$ cat src/shared/timer_counter16_params.svh
// Register map, field positions, reset values and timing counts of the 16-bit timer/counter
`ifndef TIMER_COUNTER16_PARAMS_SVH
`define TIMER_COUNTER16_PARAMS_SVH

// Register addresses
`define TC_ADDR_CONTROL 8'h10
`define TC_ADDR_COUNT_LO 8'h11
`define TC_ADDR_COUNT_HI 8'h12
`define TC_ADDR_FLAG 8'h13
`define TC_ADDR_ENABLE 8'h14

// Control register fields
`define TC_BIT_RUN 0
`define TC_BIT_CS 1
`define TC_BIT_SYNC_N 2
`define TC_BIT_OSC_EN 3
`define TC_BIT_PS_LO 4
`define TC_BIT_PS_HI 5
`define TC_CONTROL_RESET 6'h00
`define TC_FLAG_BIT 0
`define TC_IEN_BIT 0

// Count limits
`define TC_COUNT_MAX 16'hFFFF
`define TC_COUNT_ZERO 16'h0000

// Instruction cycle from a 20 MHz oscillator
`define TC_OSC_PERIOD_NS 50
`define TC_INSTR_PERIOD_NS 200
`define TC_INSTR_CYCLES (`TC_INSTR_PERIOD_NS / `TC_OSC_PERIOD_NS)

`endif

$ cat src/shared/timer_counter16_pkg.sv
// Types shared by the timer/counter design files
package timer_counter16_pkg;
  // Prescale codes in field order
  typedef enum logic [1:0] {PRE_DIV1, PRE_DIV2, PRE_DIV4, PRE_DIV8} prescale_e;
  // The 16-bit count value
  typedef logic [15:0] count_t;
endpackage

$ cat src/rtl/tc_sync_2ff.sv
// Two-flop synchroniser for one level
module tc_sync_2ff (
  input wire logic i_clk,
  input wire logic i_rstn,
  input wire logic i_d,
  output logic o_q
);
  logic meta_reg; // First stage, read only by the second
  logic q_reg; // Second stage

  // Plain double flop, no logic between stages
  always_ff @(posedge i_clk or negedge i_rstn) begin
    if (!i_rstn) begin
      meta_reg <= 1'b0;
      q_reg <= 1'b0;
    end else begin
      meta_reg <= i_d;
      q_reg <= meta_reg;
    end
  end

  assign o_q = q_reg;
endmodule

$ cat src/rtl/tc_prescaler.sv
// Input prescaler: counts input ticks, passes every 1st, 2nd, 4th or 8th
module tc_prescaler #(
  parameter int PRESC_W = 3
) (
  input wire logic i_clk,
  input wire logic i_rstn,
  input wire logic i_clear,
  input wire logic i_tick,
  input wire timer_counter16_pkg::prescale_e i_select,
  output logic o_tick
);
  logic [PRESC_W-1:0] cnt_reg; // Ripple chain state, modelled on the system clock
  logic [PRESC_W-1:0] cnt_next;
  logic last_of_group; // This input tick completes a divide group

  // Code 00 passes every tick; others wait for all low stages at one
  assign last_of_group = (i_select == timer_counter16_pkg::PRE_DIV1) ? 1'b1 :
                         (i_select == timer_counter16_pkg::PRE_DIV2) ? cnt_reg[0] :
                         (i_select == timer_counter16_pkg::PRE_DIV4) ? &cnt_reg[1:0] :
                         &cnt_reg[2:0];
  assign o_tick = i_tick & last_of_group;
  // Clear wins over a coincident tick
  assign cnt_next = i_clear ? '0 : (i_tick ? cnt_reg + 1'b1 : cnt_reg);

  // Chain keeps counting regardless of sleep
  always_ff @(posedge i_clk or negedge i_rstn) begin
    if (!i_rstn) begin
      cnt_reg <= '0;
    end else begin
      cnt_reg <= cnt_next;
    end
  end
endmodule

$ cat src/rtl/timer_counter16.sv
// 16-bit timer/counter with prescaler, external input and register port
`include "timer_counter16_params.svh"
module timer_counter16 #(
  parameter int PRESC_W = 3,
  parameter int INSTR_DIV = `TC_INSTR_CYCLES
) (
  input wire logic i_clk,
  input wire logic i_rstn,
  input wire logic [7:0] i_addr,
  input wire logic [7:0] i_wdata,
  input wire logic i_wr,
  input wire logic i_rd,
  output logic [7:0] o_rdata,
  input wire logic [1:0] i_cmp_reset,
  input wire logic i_sleep,
  input wire logic i_osc_input_pin,
  input wire logic i_ext_count_pin,
  input wire logic [1:0] i_port_c_direction,
  output logic [1:0] o_pin_oe,
  output logic [1:0] o_port_c_read,
  output logic o_osc_enable,
  output logic o_overflow_flag,
  output logic o_overflow_irq,
  output logic o_wake
);
  localparam int DIV_W = (INSTR_DIV > 1) ? $clog2(INSTR_DIV) : 1;

  // Software-visible state
  logic [5:0] control_reg; // Implemented control bits
  logic [5:0] control_next;
  logic [15:0] count_reg; // Holds its value across i_rstn; a compare reset zeros it
  logic [15:0] count_next;
  logic flag_reg; // Latched overflow
  logic flag_next;
  logic ien_reg; // Overflow interrupt enable
  logic ien_next;
  logic [7:0] rdata_reg; // Read data, one cycle after the strobe
  logic [1:0] pin_read_reg; // Port data bits as read by software

  // Internal sequencing state
  logic [DIV_W-1:0] instr_cnt_reg; // Oscillator-to-instruction divider
  logic [DIV_W-1:0] instr_cnt_next;
  logic ext_prev_reg; // Last sample of the selected external input
  logic armed_reg; // Falling edge seen since counter mode began
  logic armed_next;
  logic tog_reg; // Toggle carrying prescaler events to the synchroniser
  logic tog_seen_reg; // Last synchronised toggle value

  // Control field decode
  wire run = control_reg[`TC_BIT_RUN];
  wire cs = control_reg[`TC_BIT_CS];
  wire sync_n = control_reg[`TC_BIT_SYNC_N];
  wire osc_en = control_reg[`TC_BIT_OSC_EN];
  wire [1:0] ps_code = control_reg[`TC_BIT_PS_HI:`TC_BIT_PS_LO];

  // Register strobe decode
  wire wr_ctrl = i_wr && (i_addr == `TC_ADDR_CONTROL);
  wire wr_lo = i_wr && (i_addr == `TC_ADDR_COUNT_LO);
  wire wr_hi = i_wr && (i_addr == `TC_ADDR_COUNT_HI);
  wire wr_flag = i_wr && (i_addr == `TC_ADDR_FLAG);
  wire wr_ien = i_wr && (i_addr == `TC_ADDR_ENABLE);
  wire wr_count = wr_lo | wr_hi;
  wire cmp_any = |i_cmp_reset;

  // Internal source: one tick per instruction cycle, stopped in sleep
  wire instr_tick = (instr_cnt_reg == DIV_W'(INSTR_DIV - 1)) && !i_sleep;
  assign instr_cnt_next = instr_tick ? '0 :
                          (i_sleep ? instr_cnt_reg : instr_cnt_reg + 1'b1);

  // External source follows the crystal enable
  wire ext_sel = osc_en ? i_osc_input_pin : i_ext_count_pin;
  wire ext_rise = ext_sel & ~ext_prev_reg;
  wire ext_fall = ~ext_sel & ext_prev_reg;
  wire counter_on = run & cs;
  // Arming drops whenever counter mode stops, so re-enabling needs a new fall
  assign armed_next = !counter_on ? 1'b0 : (armed_reg | ext_fall);
  wire ext_tick = ext_rise & armed_reg & counter_on;

  // Source select; sync bit plays no part in timer mode
  wire src_tick = cs ? ext_tick : (instr_tick & run);
  wire pre_tick; // Prescaler output event
  wire tog_sync; // Synchronised toggle

  tc_prescaler #(
    .PRESC_W(PRESC_W)
  ) u_prescaler (
    .i_clk(i_clk),
    .i_rstn(i_rstn),
    .i_clear(wr_count),
    .i_tick(src_tick),
    .i_select(timer_counter16_pkg::prescale_e'(ps_code)),
    .o_tick(pre_tick)
  );

  tc_sync_2ff u_sync (
    .i_clk(i_clk),
    .i_rstn(i_rstn),
    .i_d(tog_reg),
    .o_q(tog_sync)
  );

  // Synchronised path sits after the prescaler and is off in sleep
  wire use_sync = cs & ~sync_n;
  wire sync_tick = (tog_sync ^ tog_seen_reg) & ~i_sleep;
  // Unsynchronised path counts straight from the prescaler, sleep or not
  wire inc_tick = (use_sync ? sync_tick : pre_tick) & run;
  wire at_max = (count_reg == `TC_COUNT_MAX);
  // Only a real increment wraps; a write or compare reset in that cycle takes over
  wire overflow = inc_tick & at_max & ~wr_count & ~cmp_any;
  // Byte views of the count, used by the checks
  wire [7:0] count_lo = count_reg[7:0];
  wire [7:0] count_hi = count_reg[15:8];

  // Count: software write, then compare reset, then increment
  always_comb begin
    count_next = count_reg;
    if (wr_count) begin
      if (wr_lo) begin
        count_next[7:0] = i_wdata;
      end else begin
        count_next[15:8] = i_wdata;
      end
    end else if (cmp_any) begin
      count_next = `TC_COUNT_ZERO;
    end else if (inc_tick) begin
      count_next = count_reg + 16'h0001;
    end
  end

  // Flag: a wrap wins over a software clear in the same cycle
  assign flag_next = (wr_flag ? i_wdata[`TC_FLAG_BIT] : flag_reg) | overflow;
  assign ien_next = wr_ien ? i_wdata[`TC_IEN_BIT] : ien_reg;
  assign control_next = wr_ctrl ? i_wdata[5:0] : control_reg;

  // Read data mux; unmapped addresses read zero
  wire [7:0] rd_mux =
    (i_addr == `TC_ADDR_CONTROL) ? {2'b00, control_reg} :
    (i_addr == `TC_ADDR_COUNT_LO) ? count_reg[7:0] :
    (i_addr == `TC_ADDR_COUNT_HI) ? count_reg[15:8] :
    (i_addr == `TC_ADDR_FLAG) ? {7'h00, flag_reg} :
    (i_addr == `TC_ADDR_ENABLE) ? {7'h00, ien_reg} : 8'h00;

  // Count has no reset by design: i_rstn never clears it
  always_ff @(posedge i_clk) begin
    count_reg <= count_next;
  end

  // Control and status flops
  always_ff @(posedge i_clk or negedge i_rstn) begin
    if (!i_rstn) begin
      control_reg <= `TC_CONTROL_RESET;
      flag_reg <= 1'b0;
      ien_reg <= 1'b0;
    end else begin
      control_reg <= control_next;
      flag_reg <= flag_next;
      ien_reg <= ien_next;
    end
  end

  // Sequencing flops for sources and event crossing
  always_ff @(posedge i_clk or negedge i_rstn) begin
    if (!i_rstn) begin
      instr_cnt_reg <= '0;
      ext_prev_reg <= 1'b0;
      armed_reg <= 1'b0;
      tog_reg <= 1'b0;
      tog_seen_reg <= 1'b0;
    end else begin
      instr_cnt_reg <= instr_cnt_next;
      ext_prev_reg <= ext_sel;
      armed_reg <= armed_next;
      tog_reg <= tog_reg ^ pre_tick;
      tog_seen_reg <= tog_sync;
    end
  end

  // Read port and port data: pins read zero while the crystal owns them
  always_ff @(posedge i_clk or negedge i_rstn) begin
    if (!i_rstn) begin
      rdata_reg <= 8'h00;
      pin_read_reg <= 2'b00;
    end else begin
      rdata_reg <= i_rd ? rd_mux : 8'h00;
      pin_read_reg <= osc_en ? 2'b00 : {i_osc_input_pin, i_ext_count_pin};
    end
  end

  // Outputs
  assign o_rdata = rdata_reg;
  assign o_port_c_read = pin_read_reg;
  // Direction bits ignored while the crystal runs; 1 in direction means input
  assign o_pin_oe = osc_en ? 2'b00 : ~i_port_c_direction;
  assign o_osc_enable = osc_en;
  assign o_overflow_flag = flag_reg;
  assign o_overflow_irq = flag_reg & ien_reg;
  // Only an unsynchronised counter can still advance to wake the core
  assign o_wake = flag_reg & ien_reg & i_sleep;
endmodule

$ cat config.mk
export PLATFORM = sky130hd
export DESIGN_NAME = timer_counter16
export DESIGN_NICKNAME = d
export VERILOG_FILES = /design/src/shared/timer_counter16_pkg.sv /design/src/rtl/tc_sync_2ff.sv /design/src/rtl/tc_prescaler.sv /design/src/rtl/timer_counter16.sv
export VERILOG_INCLUDE_DIRS = /design/src /design/src/shared
export SDC_FILE = /design/constraint.sdc
export NUM_CORES = 1
export LEC_CHECK = 0
export BUFFER_PORTS_ARGS = -buffer_cell sky130_fd_sc_hd__buf_4
export CAP_MARGIN = 0
export CORE_ASPECT_RATIO = 0.6
export CORE_MARGIN = 2
export CORE_UTILIZATION = 50
export CTS_BUF_LIST = sky130_fd_sc_hd__clkbuf_4 sky130_fd_sc_hd__clkbuf_8 sky130_fd_sc_hd__clkbuf_16
export CTS_CLUSTER_DIAMETER = 50
export DETAILED_ROUTE_END_ITERATION = 7
export PLACE_DENSITY = 0.85
export SLEW_MARGIN = 20
export SYNTH_ARGS = -nofsm -noshare
export SYNTH_HDL_FRONTEND = slang
export SYNTH_HIERARCHICAL = 1
export SYNTH_SLANG_ARGS = --single-unit
$ cat constraint.sdc
create_clock -name i_clk -period 2.4 [get_ports i_clk]
set_clock_uncertainty 0.15 [all_clocks]
set_input_delay 0.24 -clock i_clk [delete_from_list [all_inputs] [get_ports i_clk]]
set_output_delay 0.24 -clock i_clk [all_outputs]
set_load 0.03 [all_outputs]
==> impl_metrics.py <==
metrics = {
    "place": {
        "gp_congestion": 0.897,
        "dp_hpwl_um": 4360,
        "io_buffer_count": 42,
        "dp_cells": 328,
    },
    "floorplanning": {
        "core_area_sq_um": 4540,
        "fp.dieH_um": 57.0,
        "fp.dieW_um": 92.3,
        "start_util_pct": 51.5,
        "rows": 19,
        "pin_count": 43,
        "dieArea_sq_um": 5260,
    },
    "worst_setup_path": {
        "worstSetupPathType": "flip-flop to flip-flop",
        "rr_startpoint": "control_reg[3]",
        "critPathLaunchType": "flip-flop",
        "critPathMaxStageDelay_ps": 420,
        "worstPathCellList": "nor2b_2 -> a21oi_2 -> nor3_1 -> o21a_1 -> inv_1 -> a221oi_2 -> a32o_2 -> nor2_1 -> a21oi_2 -> buf_4",
        "required_ps": 2260,
        "worstPathArrival_ps": 2090,
        "cp_top_family": "compound AO/OA/AOI/OAI gates",
        "slowest_stage": "dfrtp_2",
        "rrSetupSlack_ps": 170,
        "critPathMaxFanout": 8,
        "crit_buf_inv": 2,
        "critical_path.endpoint_type": "flip-flop",
        "startpoint": "control_reg[3]",
        "path_common_cell": "a21oi_2",
    },
    "synthesis": {
        "avgSynthCellArea_sq_um": 10.6,
        "syn_area_sq_um": 2340,
        "synth-main-ff-cell": "dfrtp_1",
        "synth_nets": 251,
        "synth_compound_gate_area_share_pct": 11.0,
        "synthCells": 220,
        "async_flop_share_pct": 64.4,
        "synthMuxAreaShare_pct": 6.42,
        "synthAdderAreaFrac_pct": 2.14,
        "seq_area_frac_synth_pct": 51.6,
        "synthSimpleGateAreaFrac_pct": 19.3,
        "synth_edf_count": 16,
        "ys_ff_latch": 45,
        "synth_top_area_share_pct": 31.0,
        "yosysWarnings": 6,
        "synth_xor_area_share_pct": 6.75,
        "synth_top_family_by_area": "simple AND/OR/NAND/NOR gates",
        "yosys.cell_types.count": 46,
        "synth.area.top_cells": "dfrtp_1, edfxtp_1, xnor2_1",
        "synth_area_leader_cell": "dfrtp_1",
    },
    "layout": {
        "syn2layout_area_growth_pct": 23.9,
        "multiInputGateArea_sq_um": 1090,
        "final_nets": 306,
        "largest_register_ffs": 16,
        "seq_area_sq_um": 1210,
        "layout-drive-gt1-share_pct": 28.6,
        "layout_common_cells": "buf_4, dfrtp_1, nor2_1, nand2_1, edfxtp_1",
        "fill_cells": 373,
        "antenna_cells": 0,
        "finalNonFillerCells": 339,
        "final_common_cell": "buf_4",
    },
    "sta": {
        "finalSetupViolations": 0,
        "post-route-min-period_ps": 2230,
        "fmax_mhz": 448,
        "tightest_slew_ps": 453,
        "slew_violations": 0,
        "maxSlewHeadroom_pct": 69.7,
        "hold_viol": 0,
        "tns_ps": 0,
        "rsz0062_at_grt": "no",
        "min_period_over_period_pct": 93.0,
    },
    "routing": {
        "drt_first_pass_iters": 5,
        "wirelength_um": 5670,
        "vias": 1962,
        "via_per_inst": 5.79,
        "drtIter0Drc": 148,
        "routedWlPerCell_um": 16.7,
        "post-route-drc-count": 0,
        "detail-route-antenna-nets": 0,
    },
    "hold_path": {
        "min-delay-start": "i_osc_input_pin",
        "min_path_type": "primary input to flip-flop",
    },
    "pwr": {
        "peakVddDrop_uv": 288,
        "seqPwrFrac_pct": 56.9,
        "switching_share_pct": 26.5,
        "netSwitchingPower_mw": 0.434,
        "cellPowerDensity_nw_per_um2": 566,
        "leakage_nw": 1.26,
        "internal-power_mw": 1.21,
        "combPwrFrac_pct": 14.9,
        "power_frac_clock_pct": 28.3,
    },
    "clock_tree": {
        "cts_max_level": 2,
        "cts_sinks": 45,
        "clk_pin_slew_ps": 80,
        "cts_buffers": 5,
        "clk_path_buf_depth": 2,
        "clock_latency_ps": 300,
        "root_buffer": "clkbuf_8",
        "cts_tree": "yes",
    },
    "job": {
        "max_cap_violations": 0,
    },
    "status": {
        "status": "finished, final reports clean",
    },
    "global_routing": {
        "grt_util_all_layers_pct": 23.0,
        "grt_overflow": 0,
        "antenna_found_initial": 0,
        "grt_pass1_wl_um": 9090,
        "grt_max_degree": 30,
        "grt_pass1_vias": 1813,
    },
}
==> final timing paths <==
| path | endpoint | depth (start not counted) |
|---|---|---|
| min | ext_prev_reg | 3 |
| min reg2reg | u_sync/o_q | 0 |
| max in group asynchronous | control_reg[3] | 2 |
| max reg2reg | count_reg[13] | 10 |
| max | count_reg[13] | 10 |
| min in group asynchronous | o_port_c_read[0] | 2 |
==> cell type report <==
type                       instances  share of cell area, %
sequential                        45                   41.7
multi-input combinational        160                   37.5
inverter                          10                   1.30
timing repair buffer              53                   13.8
clock buffer                       6                   2.63
tap                               63                   2.72
clock inverter                     2                  0.346
==> power by group through the flow <==
stage / combinational, mW / sequential (mW) / clock (mW)
after global routing: 0.268 / 0.944 / 0.502
after CTS: 0.242 / 0.934 / 0.470
after detailed placement: 0.239 / 0.950 / 0
after floorplan: 0.141 / 0.940 / 0
after global placement: 0.232 / 0.944 / 0
final: 0.244 / 0.933 / 0.464
==> per-stage QoR <==
stage               utilization, %  total power, mW  hold WS (ps)  setup slack (ps)  instance area, sq um
finish                        63.8             1.64          17.2               168                  2900
global route                  63.8             1.71          26.5              7.17                  2900
CTS                           63.4             1.65          11.5              91.8                  2880
detailed placement            61.3             1.19          31.3               116                  2780
global placement              61.3             1.18          24.0               192                  2780
floorplan                        -             1.08          -206              10.3                  2360
==> cells by family after synthesis <==
family,count (synthesis)
xor+xnor,18
simple gates,85
mux,14
flops,45
fa+ha+maj,4
compound gates,39
buf+inv,15
==> tightest hold or removal path, delay by kind of cell <==
family,cells,cell delay [ps]
buffers and inverters,2,140
AOI/OAI and AO/OA,1,60
==> cell usage after synthesis, types with 2 or more instances <==
cell / number
nand4bb_1: 2
nor4_1: 4
a21oi_1: 10
dfrtp_1: 29
nand2_1: 16
nor2_1: 24
mux2i_1: 6
nand3_1: 6
ha_1: 4
xnor2_1: 15
nor2b_1: 4
nand4_1: 4
mux2_2: 7
a22oi_1: 2
inv_1: 10
o21ai_1: 6
xor2_1: 3
nor3_1: 14
buf_2: 2
edfxtp_1: 16
o21ai_0: 10
nand2b_1: 2
==> routing by layer <==
| layer | wire, um | track usage (%) | vias to the layer above |
|---|---|---|---|
| met5 | 0 | 0 | - |
| met4 | 67 | 8.74 | 0 |
| met3 | 530 | 4.89 | 7 |
| met2 | 2450 | 33.6 | 112 |
| met1 | 2630 | 34.0 | 940 |
| li1 | - | - | 903 |
==> timing repair <==
| action | CTS | global route |
|---|---|---|
| endpoints found under the hold margin | 29 | 0 |
| hold buffers | 1 | 0 |
| setup endpoints to repair | 0 | 16 |
| buffers inserted | 0 | 2 |
| gates resized for setup | 0 | 1 |
Note: power is estimated with default switching activity, not from simulation.
